### src/rtl/rms_defs.svh
`ifndef RMS_DEFS_SVH
`define RMS_DEFS_SVH

// register byte addresses
`define RMS_ADR_REAL_MID     8'h00
`define RMS_ADR_REAL_LOW     8'h04
`define RMS_ADR_QUAD_HIGH    8'h08
`define RMS_ADR_QUAD_MID     8'h0c
`define RMS_ADR_QUAD_LOW     8'h10
`define RMS_ADR_PIN_LEVEL    8'h14
`define RMS_ADR_SYNTH_LOCK   8'h18
`define RMS_ADR_PHASE_TRIM   8'h1c
`define RMS_ADR_CHIP_ID      8'h20
`define RMS_ADR_CHIP_REV     8'h24
`define RMS_ADR_SERIAL       8'h28
`define RMS_ADR_MODEM        8'h2c
`define RMS_ADR_FILT_STAT    8'h30

// serial_observe_status fields
`define RMS_SER_RC_CLK       4
`define RMS_SER_SYNC_EN      3
`define RMS_SER_SOFT_CLK     2
`define RMS_SER_RX_DATA      1
`define RMS_SER_RX_CLK       0

// rx_modem_flags fields
`define RMS_MOD_SYNC_FOUND   7
`define RMS_MOD_FULL         6
`define RMS_MOD_LEVEL        5
`define RMS_MOD_EMPTY        4
`define RMS_MOD_OVERRUN      3
`define RMS_MOD_UNDERRUN     2
`define RMS_MOD_PRE_REACHED  1
`define RMS_MOD_PQ_VALID     0

// filter status field
`define RMS_FILT_VALID       3

// reset values
`define RMS_RST_LOCK         1'b1
`define RMS_RST_PQ_VALID     1'b1
`define RMS_RST_TEST_BITS    6'h00

// counts
`define RMS_FILT_SAMPLES     5'h10
`define RMS_PQ_BITS_SHORT    6'h10
`define RMS_PQ_BITS_LONG     6'h2b
`define RMS_PRE_EXTRA_SYMS   6'h0a

// identity, arbitrary neutral values
`define RMS_CHIP_ID_DEFAULT  8'h3c
`define RMS_CHIP_REV_DEFAULT 8'h01

`endif

### src/rtl/rms_pkg.sv
package rms_pkg;

  typedef enum logic [2:0] {
    RMS_ST_IDLE,
    RMS_ST_RX,
    RMS_ST_TX,
    RMS_ST_SYNTH_TX,
    RMS_ST_OTHER
  } rms_radio_state_t;

  typedef struct packed {
    logic        cyc;
    logic        stb;
    logic        we;
    logic [7:0]  adr;
    logic [3:0]  sel;
    logic [31:0] dat;
  } rms_wb_req_t;

  typedef struct packed {
    logic        sample_stb;
    logic [18:0] real_part;
    logic [18:0] quad_part;
  } rms_filter_t;

  typedef struct packed {
    logic       sync_event;
    logic       enter_receive_strobe;
    logic       flush;
    logic       host_read;
    logic       byte_in;
    logic       at_capacity;
    logic [7:0] count;
    logic [7:0] threshold;
    logic       preamble_seen;
    logic       symbol_tick;
    logic       bit_tick;
    logic       preamble_valid_timeout_select;
    logic [5:0] sync_len;
  } rms_rx_t;

  typedef struct packed {
    logic soft_modulator_clock;
    logic ser_rx_data;
    logic ser_rx_clk;
  } rms_serial_t;

  typedef struct packed {
    logic             ack;
    logic [31:0]      dat;
    logic [15:0]      real_val;
    logic [18:0]      quad_val;
    logic [4:0]       samp_cnt;
    logic             filter_output_valid;
    logic             pin_synchronizer_enable;
    logic [5:0]       test_bits;
    logic             lock_bit;
    logic [3:0]       gpio_meta;
    logic [3:0]       gpio_sync;
    logic [3:0]       gpio_state;
    logic             rc_meta;
    logic             rc_sync;
    logic             sync_found;
    logic             full_flag;
    logic             overrun;
    logic             underrun;
    logic             pre_reached;
    logic [5:0]       pre_timer;
    logic             pq_valid;
    logic [5:0]       bit_cnt;
  } rms_state_t;

endpackage

### src/rtl/rms_status_regs.sv
// The register addresses and the Wishbone register port were chosen for this implementation.
`timescale 1ns/1ns
// Notes on behaviour
// - real filter output middle and low bytes readable in two registers.
// - quadrature output top three bits, middle and low bytes readable.
// - four pin levels shown; meaningful only with synchroniser enabled.
// - lock bit resets to one; updates only in rx/tx states, detect on.
// - lock bit zero means lock lost, one means in lock at the last update.
// - serial status bit 4 shows the slow RC oscillator clock.
// - serial status bit 3 is writable pin synchroniser enable.
// - serial status bit 2 shows the soft modulator clock.
// - serial status bits 1 and 0 show serial rx data and clock.
// - sync-found sets on sync event, clears on enter-receive strobe.
// - full flag sets when count exceeds threshold, clears when empty.
// - level flag high while count exceeds threshold.
// - empty flag high while queue holds no bytes.
// - overrun sets on byte arriving at full queue, clears on flush.
// - underrun sets on host read of empty queue, clears on flush.
// - preamble-reached sets on preamble, clears on sync found.
// - preamble lost clears flag after sync length plus ten symbols.
// - quality-valid resets to one, sets after 16/43 bits or preamble.
// - filter output valid only after sixteen filter samples.
`include "rms_defs.svh"

module rms_status_regs #(
  parameter logic [7:0] CHIP_ID  = `RMS_CHIP_ID_DEFAULT,
  parameter logic [7:0] CHIP_REV = `RMS_CHIP_REV_DEFAULT
) (
  input  wire logic                      clk_i,
  input  wire logic                      rst_i,
  input  wire rms_pkg::rms_wb_req_t      wb_req_i,
  output logic [31:0]                    wb_dat_o,
  output logic                           wb_ack_o,
  input  wire rms_pkg::rms_filter_t      filter_i,
  input  wire logic [3:0]                gpio_pins_i,
  input  wire logic                      slow_rc_clock_i,
  input  wire rms_pkg::rms_serial_t      serial_i,
  input  wire rms_pkg::rms_radio_state_t radio_state_i,
  input  wire logic                      lock_detect_enable_i,
  input  wire logic                      synth_out_of_lock_i,
  input  wire rms_pkg::rms_rx_t          rx_i,
  output logic                           pin_synchronizer_enable_o,
  output logic [5:0]                     synth_test_bits_o
);
  import rms_pkg::*;

  rms_state_t s;
  rms_state_t next_s;

  function automatic logic lock_state_ok(input rms_radio_state_t st);
    return (st == RMS_ST_RX) || (st == RMS_ST_TX) ||
           (st == RMS_ST_SYNTH_TX);
  endfunction

  logic       level_now;
  logic       empty_now;
  logic       wr_strobe;
  logic [5:0] pre_limit;
  logic [5:0] pq_limit;
  logic [7:0] rd_byte;

  always_comb begin
    next_s    = s;
    empty_now = (rx_i.count == 8'h00);
    level_now = (rx_i.count > rx_i.threshold);
    pre_limit = 6'(rx_i.sync_len + `RMS_PRE_EXTRA_SYMS);
    pq_limit  = rx_i.preamble_valid_timeout_select ?
                `RMS_PQ_BITS_LONG : `RMS_PQ_BITS_SHORT;
    wr_strobe = wb_req_i.cyc && wb_req_i.stb && wb_req_i.we &&
                !s.ack && wb_req_i.sel[0];

    // synchronisers for signals from other clocks and pins
    next_s.gpio_meta = gpio_pins_i;
    next_s.gpio_sync = s.gpio_meta;
    next_s.rc_meta   = slow_rc_clock_i;
    next_s.rc_sync   = s.rc_meta;

    // pin levels follow only while synchroniser is on
    if (s.pin_synchronizer_enable) begin
      next_s.gpio_state = s.gpio_sync;
    end

    // filter capture and startup count
    if (filter_i.sample_stb) begin
      next_s.real_val = filter_i.real_part[15:0];
      next_s.quad_val = filter_i.quad_part;
      if (s.samp_cnt != `RMS_FILT_SAMPLES) begin
        next_s.samp_cnt = 5'(s.samp_cnt + 5'h01);
      end
      if (s.samp_cnt == 5'(`RMS_FILT_SAMPLES - 5'h01)) begin
        next_s.filter_output_valid = 1'b1;
      end
    end

    // lock indicator
    if (lock_detect_enable_i && lock_state_ok(radio_state_i)) begin
      next_s.lock_bit = !synth_out_of_lock_i;
    end

    // sync found: set wins over clear
    if (rx_i.sync_event) begin
      next_s.sync_found = 1'b1;
    end else if (rx_i.enter_receive_strobe) begin
      next_s.sync_found = 1'b0;
    end

    // full flag
    if (level_now) begin
      next_s.full_flag = 1'b1;
    end else if (empty_now) begin
      next_s.full_flag = 1'b0;
    end

    // overrun and underrun, set wins over flush
    if (rx_i.byte_in && rx_i.at_capacity) begin
      next_s.overrun = 1'b1;
    end else if (rx_i.flush) begin
      next_s.overrun = 1'b0;
    end
    if (rx_i.host_read && empty_now) begin
      next_s.underrun = 1'b1;
    end else if (rx_i.flush) begin
      next_s.underrun = 1'b0;
    end

    // preamble reached with loss timeout
    if (rx_i.sync_event) begin
      next_s.pre_reached = 1'b0;
      next_s.pre_timer   = 6'h00;
    end else if (rx_i.preamble_seen) begin
      next_s.pre_reached = 1'b1;
      next_s.pre_timer   = 6'h00;
    end else if (s.pre_reached && rx_i.symbol_tick) begin
      if (6'(s.pre_timer + 6'h01) >= pre_limit) begin
        next_s.pre_reached = 1'b0;
        next_s.pre_timer   = 6'h00;
      end else begin
        next_s.pre_timer = 6'(s.pre_timer + 6'h01);
      end
    end

    // preamble quality valid, restarted by enter-receive strobe
    if (rx_i.enter_receive_strobe) begin
      next_s.pq_valid = 1'b0;
      next_s.bit_cnt  = 6'h00;
    end else begin
      if (rx_i.bit_tick && !s.pq_valid && s.bit_cnt != pq_limit) begin
        next_s.bit_cnt = 6'(s.bit_cnt + 6'h01);
      end
      if (rx_i.bit_tick && 6'(s.bit_cnt + 6'h01) >= pq_limit) begin
        next_s.pq_valid = 1'b1;
      end
    end
    // a detected preamble wins over the restart
    if (rx_i.preamble_seen) begin
      next_s.pq_valid = 1'b1;
    end

    // only writable fields respond to writes
    if (wr_strobe) begin
      unique case (wb_req_i.adr)
        `RMS_ADR_SERIAL: begin
          next_s.pin_synchronizer_enable =
            wb_req_i.dat[`RMS_SER_SYNC_EN];
        end
        `RMS_ADR_SYNTH_LOCK: begin
          next_s.test_bits = wb_req_i.dat[6:1];
        end
        default: begin
        end
      endcase
    end

    // read mux
    rd_byte = 8'h00;
    unique case (wb_req_i.adr)
      `RMS_ADR_REAL_MID:   rd_byte = s.real_val[15:8];
      `RMS_ADR_REAL_LOW:   rd_byte = s.real_val[7:0];
      `RMS_ADR_QUAD_HIGH:  rd_byte = {5'h00, s.quad_val[18:16]};
      `RMS_ADR_QUAD_MID:   rd_byte = s.quad_val[15:8];
      `RMS_ADR_QUAD_LOW:   rd_byte = s.quad_val[7:0];
      `RMS_ADR_PIN_LEVEL:  rd_byte = {4'h0, s.gpio_state};
      `RMS_ADR_SYNTH_LOCK: rd_byte = {1'b0, s.test_bits, s.lock_bit};
      `RMS_ADR_PHASE_TRIM: rd_byte = 8'h00;
      `RMS_ADR_CHIP_ID:    rd_byte = CHIP_ID;
      `RMS_ADR_CHIP_REV:   rd_byte = CHIP_REV;
      `RMS_ADR_SERIAL: begin
        rd_byte[`RMS_SER_RC_CLK]   = s.rc_sync;
        rd_byte[`RMS_SER_SYNC_EN]  = s.pin_synchronizer_enable;
        rd_byte[`RMS_SER_SOFT_CLK] = serial_i.soft_modulator_clock;
        rd_byte[`RMS_SER_RX_DATA]  = serial_i.ser_rx_data;
        rd_byte[`RMS_SER_RX_CLK]   = serial_i.ser_rx_clk;
      end
      `RMS_ADR_MODEM: begin
        rd_byte[`RMS_MOD_SYNC_FOUND]  = s.sync_found;
        rd_byte[`RMS_MOD_FULL]        = s.full_flag;
        rd_byte[`RMS_MOD_LEVEL]       = level_now;
        rd_byte[`RMS_MOD_EMPTY]       = empty_now;
        rd_byte[`RMS_MOD_OVERRUN]     = s.overrun;
        rd_byte[`RMS_MOD_UNDERRUN]    = s.underrun;
        rd_byte[`RMS_MOD_PRE_REACHED] = s.pre_reached;
        rd_byte[`RMS_MOD_PQ_VALID]    = s.pq_valid;
      end
      `RMS_ADR_FILT_STAT:
        rd_byte[`RMS_FILT_VALID] = s.filter_output_valid;
      default:             rd_byte = 8'h00;
    endcase

    // single-cycle ack, dropped the cycle after
    next_s.ack = wb_req_i.cyc && wb_req_i.stb && !s.ack;
    next_s.dat = next_s.ack ? {24'h000000, rd_byte} : 32'h00000000;
  end

  always_ff @(posedge clk_i) begin
    if (rst_i) begin
      s           <= '0;
      s.lock_bit  <= `RMS_RST_LOCK;
      s.pq_valid  <= `RMS_RST_PQ_VALID;
      s.test_bits <= `RMS_RST_TEST_BITS;
    end else begin
      s <= next_s;
    end
  end

  assign wb_dat_o                  = s.dat;
  assign wb_ack_o                  = s.ack;
  assign pin_synchronizer_enable_o = s.pin_synchronizer_enable;
  assign synth_test_bits_o         = s.test_bits;

endmodule

### config.mk
export PLATFORM = sky130hd
export DESIGN_NAME = rms_status_regs
export DESIGN_NICKNAME = d
export VERILOG_FILES = /design/src/rtl/rms_pkg.sv /design/src/rtl/rms_status_regs.sv
export VERILOG_INCLUDE_DIRS = /design/src /design/src/rtl
export SDC_FILE = /design/constraint.sdc
export NUM_CORES = 1
export LEC_CHECK = 0
export ABC_AREA = 1
export BUFFER_PORTS_ARGS = -buffer_cell sky130_fd_sc_hd__buf_2
export CORE_MARGIN = 2
export CORE_UTILIZATION = 45
export DETAILED_ROUTE_END_ITERATION = 8
export GPL_ROUTABILITY_DRIVEN = 1
export PLACE_DENSITY = 0.73
export SLEW_MARGIN = 30
export SYNTH_ARGS = -nofsm -noshare
export SYNTH_HDL_FRONTEND = slang
export SYNTH_SLANG_ARGS = --single-unit
### constraint.sdc
create_clock -name clk_i -period 2.1 [get_ports clk_i]
set_clock_uncertainty 0.15 [all_clocks]
set_input_delay 0.42 -clock clk_i [delete_from_list [all_inputs] [get_ports clk_i]]
set_output_delay 0.42 -clock clk_i [all_outputs]
set_load 0.02 [all_outputs]
==> run_results.csv, run 1 <==
group,metric,value,unit
yosys,synthArstFlopShare,0,%
final_layout,post-route-util,56.1,%
global_route,grt_usage,19.9,%
outcome,status,"finished, violations left",
clock_network,cts-hold-fix-buffers,0,
critical_path,cp-startpoint,"s[9]$_SDFFE_PP0P_",
clock_network,cts_tree,"yes",
placed_design,dp_slack,-0.259,ns
global_route,grt_max_degree,52,
critical_path,worst_setup_path_start_kind,"register",
clock_network,cts_buffer_depth,2,
floorplan,die_x,108,um
placed_design,dp_hpwl,8630,um
yosys,synth_compound_area_share,11.1,%
placed_design,portBuffers,116,
timing,hold_viol_final,0,
floorplan,placementRows,37,
final_layout,layout-drive-gt1-share,24.4,%
final_layout,n_antenna_cell,0,
final_layout,nets,969,
pwr,p_sw,0.000912,W
final_layout,areaGrowthSynthToFinish,20.5,%
detailed_routing,detail_route.wirelength,11500,um
yosys,synth-edff-count,0,
yosys,yosysWarnings,0,
yosys,synth_top_family_by_area,"simple AND/OR/NAND/NOR gates",
critical_path,cp_max_fo,6,
timing,fin_crit,2.18,ns
floorplan,die_y,108,um
timing,finalSetupViolCount,7,
critical_path,endpoint_kind,"register",
yosys,synthAdderAreaFrac,6.48,%
critical_path,reg2reg_depth,11,
placed_design,gp_congestion,0.897,
detailed_routing,drt-initial-drc-count,208,
critical_path,reg2reg_to,"s[8]$_SDFFE_PP0P_",
yosys,yosysMostFrequentCell,"nor2_1",
detailed_routing,dr_total_vias,4473,
floorplan,fp.dieArea,11600,um2
yosys,synthMuxAreaShare,0,%
yosys,syn_avg_cell_area,7.01,um2
floorplan,start_util,46.6,%
yosys,synth.top_cell.area_share,37.3,%
global_route,grt_pass1_wl,18300,um
yosys,synth_xor_xnor_area_share,1.81,%
critical_path,r2r_slack,-0.08,ns
detailed_routing,final_antenna_net_count,0,
yosys,synth_ff_type,"dfxtp_1",
critical_path,cp.required,2.24,ns
pwr,p_per_area,613,nW/um2
yosys,synthTopCellsByCount,"nor2_1 (146), nand2_1 (131), dfxtp_1 (90)",
final_layout,final_cells,951,
critical_path,crit_type,"register to register",
pwr,p_comb_share,12.2,%
hold_path,holdPathEnd,"s[32]$_SDFFE_PP1P_",
clock_network,insertion_delay,0.36,ns
clock_network,cts-buffers-inserted,9,
floorplan,num_io_pins,173,
outcome,violations,"setup timing",
floorplan,fp.coreArea,10400,um2
global_route,grt-ovfl-total,0,
yosys,synth-seq-cells,90,
yosys,synth-seq-area-share,37.3,%
yosys,synthCells,689,
pwr,p_int,0.00265,W
pwr,power_frac_seq,50.8,%
timing,max_freq,459,MHz
yosys,yosys.area.top_type,"dfxtp_1",
detailed_routing,wl_per_cell,12.0,um
critical_path,reg2reg_from,"s[9]$_SDFFE_PP0P_",
detailed_routing,viasPerCell,4.70,
pwr,cellLeakagePower,2.92,nW
timing,slew_viol_final,0,
job,maxCapViolCount,0,
detailed_routing,first_pass_iters,5,
pwr,irDropWorstVdd,360,uV
global_route,antenna_found_initial,0,
hold_path,hp-class,"input port to register",
clock_network,path_clk_slew,0.09,ns
timing,rsz0062_at_grt,"yes",
pwr,pwr-share-clk,37.0,%
placed_design,placed_cells,925,
global_route,grt_pass1_vias,4073,
clock_network,htree_levels,3,
yosys,ys_types,29,
yosys,synth_area_leaders,"dfxtp_1 (37%), nor2_1 (11%), nand2_1 (10%)",
critical_path,critPathArrivalTime,2.32,ns
yosys,syn_area,4830,um2
yosys,synth-simple-area-share,30.0,%
detailed_routing,drc,0,
hold_path,holdCritStartpoint,"synth_out_of_lock_i",
timing,fin_crit_sh,104,%
pwr,swShare,25.6,%
timing,fin_ws,-0.0771,ns
hold_path,hold_depth,2,
clock_network,cts_root_buf,"clkbuf_8",
clock_network,cts.sinks,90,
[flip-flops by register name, summed over array words and instances (netlist names)]
name,flops
next_s,5
pin_synchronizer_enable_o,1
s,69
synth_test_bits_o,6
wb_ack_o,1
wb_dat_o,8
[kinds of logic after synthesis]
family                     after synthesis
and+or+nand+nor                        327
buffers and inverters                  132
AOI/OAI and AO/OA                      104
DFF                                     90
adders and majority gates               25
xor gates and xnor gates                10
other                                    1
[how the worst max path moves through the flow]
stage	endpoint	slack (ns)	cells after the start
6_report	s[8]$_SDFFE_PP0P_	-0.08	11
3_5_place_dp	s[8]$_SDFFE_PP0P_	-0.26	12
4_1_cts	s[8]$_SDFFE_PP0P_	0.01	11
3_3_place_gp	s[12]$_SDFFE_PP0P_	-0.23	12
5_1_grt	s[8]$_SDFFE_PP0P_	-0.23	11
2_1_floorplan	s[10]$_SDFFE_PP0P_	0.04	11
[critical path: stages (launching register included)]
cell     delay (ns)
dfxtp_2        0.36
nand3_2        0.11
nor3_2         0.22
xor2_1         0.24
ha_1           0.28
nand2_1        0.09
nor2_1         0.05
nor2_1         0.12
nand3_2        0.11
nor2_4         0.17
nand2_1        0.09
a21oi_2        0.12
[routing by layer]
layer	global-route usage [%]	vias to the layer above	routed length (um)	share of wire, %
met5	0	-	0	0
met4	7.78	0	308	2.7
met3	3.45	27	590	5.2
met2	33.6	121	5400	47
met1	25.3	1973	5160	45
li1	-	2352	-	-
[power by group through the flow]
stage	sequential, W	combinational [W]	clock, W
global route	0.00182	0.000495	0.00141
CTS	0.00181	0.000434	0.00134
global placement	0.00185	0.000423	0
floorplan	0.00184	0.000296	0
finish	0.00181	0.000435	0.00132
detailed placement	0.00185	0.000430	0
[what timing repair did]
| item | in CTS | in global routing |
|---|---|---|
| hold endpoints to repair | 0 | 0 |
| setup endpoints to repair | 6 | 8 |
| cloned | 0 | 0 |
| pin swaps | 4 | 12 |
| buffers inserted | 5 | 6 |
| resized for setup | 7 | 15 |
[layout by cell type, fill, tap and decap left out, types with 2 or more instances in the layout]
| master | Yosys | routed |
|---|---|---|
| nor2_1 | 146 | 144 |
| nand2_1 | 131 | 130 |
| buf_2 | 1 | 116 |
| dfxtp_1 | 90 | 84 |
| inv_1 | 73 | 72 |
| o21ai_0 | 60 | 60 |
| a21oi_1 | 34 | 33 |
| conb_1 | 1 | 24 |
| ha_1 | 25 | 23 |
| buf_4 | 38 | 23 |
| nand3_1 | 16 | 14 |
| nand4_1 | 10 | 10 |
| clkbuf_8 | 0 | 10 |
| xor2_1 | 10 | 9 |
| nor2_4 | 7 | 8 |
| inv_2 | 7 | 8 |
| nand3_2 | 3 | 5 |
| nor2_2 | 3 | 4 |
| nand3_4 | 4 | 4 |
| nor3_1 | 4 | 3 |
| o21ai_1 | 3 | 3 |
| dfxtp_4 | 0 | 3 |
| dfxtp_2 | 0 | 3 |
| nor2_8 | 2 | 2 |
| o211ai_1 | 2 | 2 |
| o21a_1 | 2 | 2 |
| bufinv_16 | 0 | 2 |
| clkinv_4 | 0 | 2 |
[per-stage QoR]
step	TNS (ns)	total power [W]	cell area (um2)	hold WS (ns)
finish	-0.331	0.00356	5820	0.0994
global route	-1.45	0.00372	5820	0.104
CTS	0	0.00359	5720	0.0920
detailed placement	-1.55	0.00228	5440	0.245
global placement	-1.44	0.00228	5440	0.243
floorplan	0	0.00214	4920	0.238
[layout make-up]
cell class / instances / area, um2
Clock inverter: 5 / 86.3
Multi-Input combinational cell: 490 / 2530
Inverter: 80 / 300
Fill cell: 1043 / 4550
Clock buffer: 10 / 138
Timing Repair Buffer: 140 / 773
Tap cell: 136 / 170
Sequential cell: 90 / 1820
No activity file was read; power rests on OpenSTA's default activity.
==> run 2: changes to the inputs <==
- ABC_AREA: 1 -> 0
- CORE_UTILIZATION: 45 -> 54
- PLACE_DENSITY: 0.73 -> 0.83
- clock period: 2.1 -> 2.76 ns (I/O delays scaled with it)
==> run_results.csv, run 2 <==
group,metric,value,unit
yosys,synthCells,553,
final_layout,final_common_cell,"buf_2",
yosys,synth_top_family_by_area,"simple AND/OR/NAND/NOR gates",
timing,fin_crit,2.42,ns
yosys,ys_types,59,
yosys,synthMuxAreaShare,12.4,%
yosys,syn_area,4910,um2
global_route,grt_max_degree,72,
global_route,grt-busiest-layer,"met2",
critical_path,critPathArrivalTime,2.56,ns
clock_network,cts_resized,0,
clock_network,postCtsSetupBuffers,0,
floorplan,fp.coreArea,8760,um2
global_route,met3_usage,3.79,%
yosys,yosysMostFrequentCell,"dfxtp_1",
outcome,status,"completed",
floorplan,placementRows,34,
detailed_routing,wl_per_cell,15.4,um
final_layout,nets,799,
global_route,use_met2,40.6,%
timing,fin_crit_sh,87.8,%
final_layout,largest_reg_flops,69,
final_layout,register_area,1800,um2
global_route,met1_usage,32.0,%
yosys,synthAdderAreaFrac,6.37,%
clock_network,htree_levels,3,
placed_design,dp_slack,0.0735,ns
final_layout,n_fill_cell,763,
final_layout,areaGrowthSynthToFinish,12.3,%
detailed_routing,viasPerCell,5.53,
job,maxCapViolCount,0,
critical_path,cp_max_fo,7,
detailed_routing,final_antenna_net_count,0,
timing,worst_slew_pin_slew,0.707,ns
floorplan,start_util,56.1,%
pwr,pwr-share-clk,34.7,%
yosys,synth_compound_area_share,11.7,%
critical_path,path_common_cell,"ha_1",
global_route,grt_pass1_wl,19200,um
yosys,synth-seq-cells,90,
detailed_routing,first_pass_iters,5,
critical_path,crit_type,"register to register",
floorplan,fp.dieArea,9880,um2
yosys,syn_avg_cell_area,8.89,um2
yosys,synth-edff-count,0,
pwr,irDropWorstVdd,299,uV
placed_design,gp_congestion,0.928,
clock_network,insertion_delay,0.36,ns
critical_path,worst_setup_path_start_kind,"register",
yosys,yosysWarnings,0,
global_route,grt-ovfl-total,0,
yosys,synth_ff_type,"dfxtp_1",
clock_network,cts.sinks,90,
yosys,synth_area_leaders,"dfxtp_1 (37%), mux2i_1 (11%), ha_1 (6.4%)",
clock_network,cts_buffer_depth,2,
floorplan,die_y,99.4,um
clock_network,cts-buffers-inserted,9,
yosys,synth-simple-area-share,19.3,%
critical_path,path_cells,"ha_1 > nand3_1 > xnor2_1 > ha_1 > and3_1 > a221oi_2 > buf_4 > nand4_1 > a21oi_1",
timing,tns,0,ns
pwr,p_comb_share,13.6,%
yosys,synth.top_cell.area_share,36.7,%
floorplan,die_x,99.4,um
final_layout,mostFrequentLayoutCells,"buf_2 (116), dfxtp_1 (90), nor2_1 (76), mux2i_1 (54), nand2_1 (29)",
critical_path,cp.required,2.90,ns
global_route,grt_usage,24.4,%
timing,relSlewSlack,52.8,%
clock_network,cts-hold-fix-buffers,0,
final_layout,post-route-util,63.0,%
clock_network,path_clk_slew,0.09,ns
pwr,swShare,26.3,%
timing,finalSetupViolCount,0,
timing,rsz0062_at_grt,"no",
floorplan,num_io_pins,173,
final_layout,layout-drive-gt1-share,24.1,%
detailed_routing,drc,0,
yosys,synth-seq-area-share,36.7,%
yosys,yosys.area.top_type,"dfxtp_1",
critical_path,slowest_stage,"dfxtp_1",
hold_path,hp-class,"input port to register",
yosys,synthArstFlopShare,0,%
critical_path,critPathMaxStageDelay,0.43,ns
final_layout,multi_input_area,2690,um2
yosys,synth_xor_xnor_area_share,3.21,%
clock_network,cts_tree,"yes",
final_layout,regMostFlops,"s",
detailed_routing,drt-initial-drc-count,181,
placed_design,portBuffers,116,
pwr,p_int,0.00197,W
clock_network,cts_root_buf,"clkbuf_8",
critical_path,endpoint_kind,"register",
pwr,cellLeakagePower,2.52,nW
detailed_routing,detail_route.wirelength,11600,um
pwr,p_per_area,484,nW/um2
detailed_routing,dr_total_vias,4168,
timing,slew_viol_final,0,
timing,max_freq,413,MHz
global_route,antenna_found_initial,0,
pwr,p_sw,0.000702,W
final_layout,n_antenna_cell,0,
placed_design,dp_hpwl,8860,um
timing,hold_viol_final,0,
yosys,synthTopCellsByCount,"dfxtp_1 (90), nor2_1 (76), mux2i_1 (54)",
global_route,grt_pass1_vias,4043,
timing,fin_ws,0.338,ns
pwr,power_frac_seq,51.7,%
## run 2: cell types whose count changed in the layout (fill, tap and decap cells not counted), moves of 8 or more
cell     previous run  this run
inv_1              72        19
mux2i_1             0        54
nor2b_1             0        16
o21ai_0            60        16
nand2_1           130        29
buf_4              23         5
inv_2               8         0
nor2_1            144        76
xnor2_1             0         8
## run 2: kinds of logic after synthesis
group,count (synthesis)
AO/OA/AOI/OAI,87
XOR/XNOR,18
adder cells (fa/ha/maj),25
buffers and inverters,86
flip-flops,90
multiplexers,60
other,1
AND/OR/NAND/NOR,186
## run 2: power groups by stage
stage          logic [W]  clock network [W]  registers [W]
2_1_floorplan   0.000266                  0        0.00140
3_3_place_gp    0.000347                  0        0.00141
3_5_place_dp    0.000361                  0        0.00141
4_1_cts         0.000364           0.000937        0.00138
5_1_grt         0.000408            0.00100        0.00138
6_report        0.000364           0.000926        0.00138
## run 2: cell type report
class | instances | share of cell area, %
inverter | 19 | 1.29
clock buffer | 12 | 2.81
tap | 108 | 2.45
multi-input combinational | 400 | 48.7
clock inverter | 4 | 0.907
timing repair buffer | 121 | 11.2
sequential | 90 | 32.6
## run 2: worst paths after layout
check,cells past startpoint,slack (ns),start,to
worst max-delay path,9,0.34,s[7]$_SDFFE_PP0P_,s[11]$_SDFFE_PP0P_
worst min-delay path,2,0.23,rx_i[31],s[13]$_SDFFE_PP0P_
worst max register to register,9,0.34,s[7]$_SDFFE_PP0P_,s[11]$_SDFFE_PP0P_
worst min register to register,1,0.29,next_s[27]$_SDFF_PP0_,s[27]$_SDFF_PP0_
## run 2: metrics by stage
| stage | total power, W | std cells | hold WS, ns | instance area (um2) |
|---|---|---|---|---|
| floorplan | 0.00166 | 576 | 0.264 | 5000 |
| global placement | 0.00175 | 738 | 0.277 | 5310 |
| detailed placement | 0.00177 | 738 | 0.276 | 5310 |
| CTS | 0.00268 | 754 | 0.230 | 5520 |
| global route | 0.00280 | 754 | 0.244 | 5520 |
| finish | 0.00267 | 754 | 0.232 | 5520 |
## run 2: per-layer routing
layer / up-vias / share of wire (%)
met5: - / 0
met4: 0 / 2.4
met3: 25 / 7.8
met2: 191 / 45
met1: 1916 / 45
li1: 2036 / -
## run 2: worst max-delay path: cells and delay by family, from the launching register on
family / cells / cell delay [ns]
buffers and inverters: 1 / 0.18
XOR/XNOR: 1 / 0.24
AND/OR/NAND/NOR: 3 / 0.39
AO/OA/AOI/OAI: 2 / 0.42
adder cells (fa/ha/maj): 2 / 0.54
flip-flops: 1 / 0.43
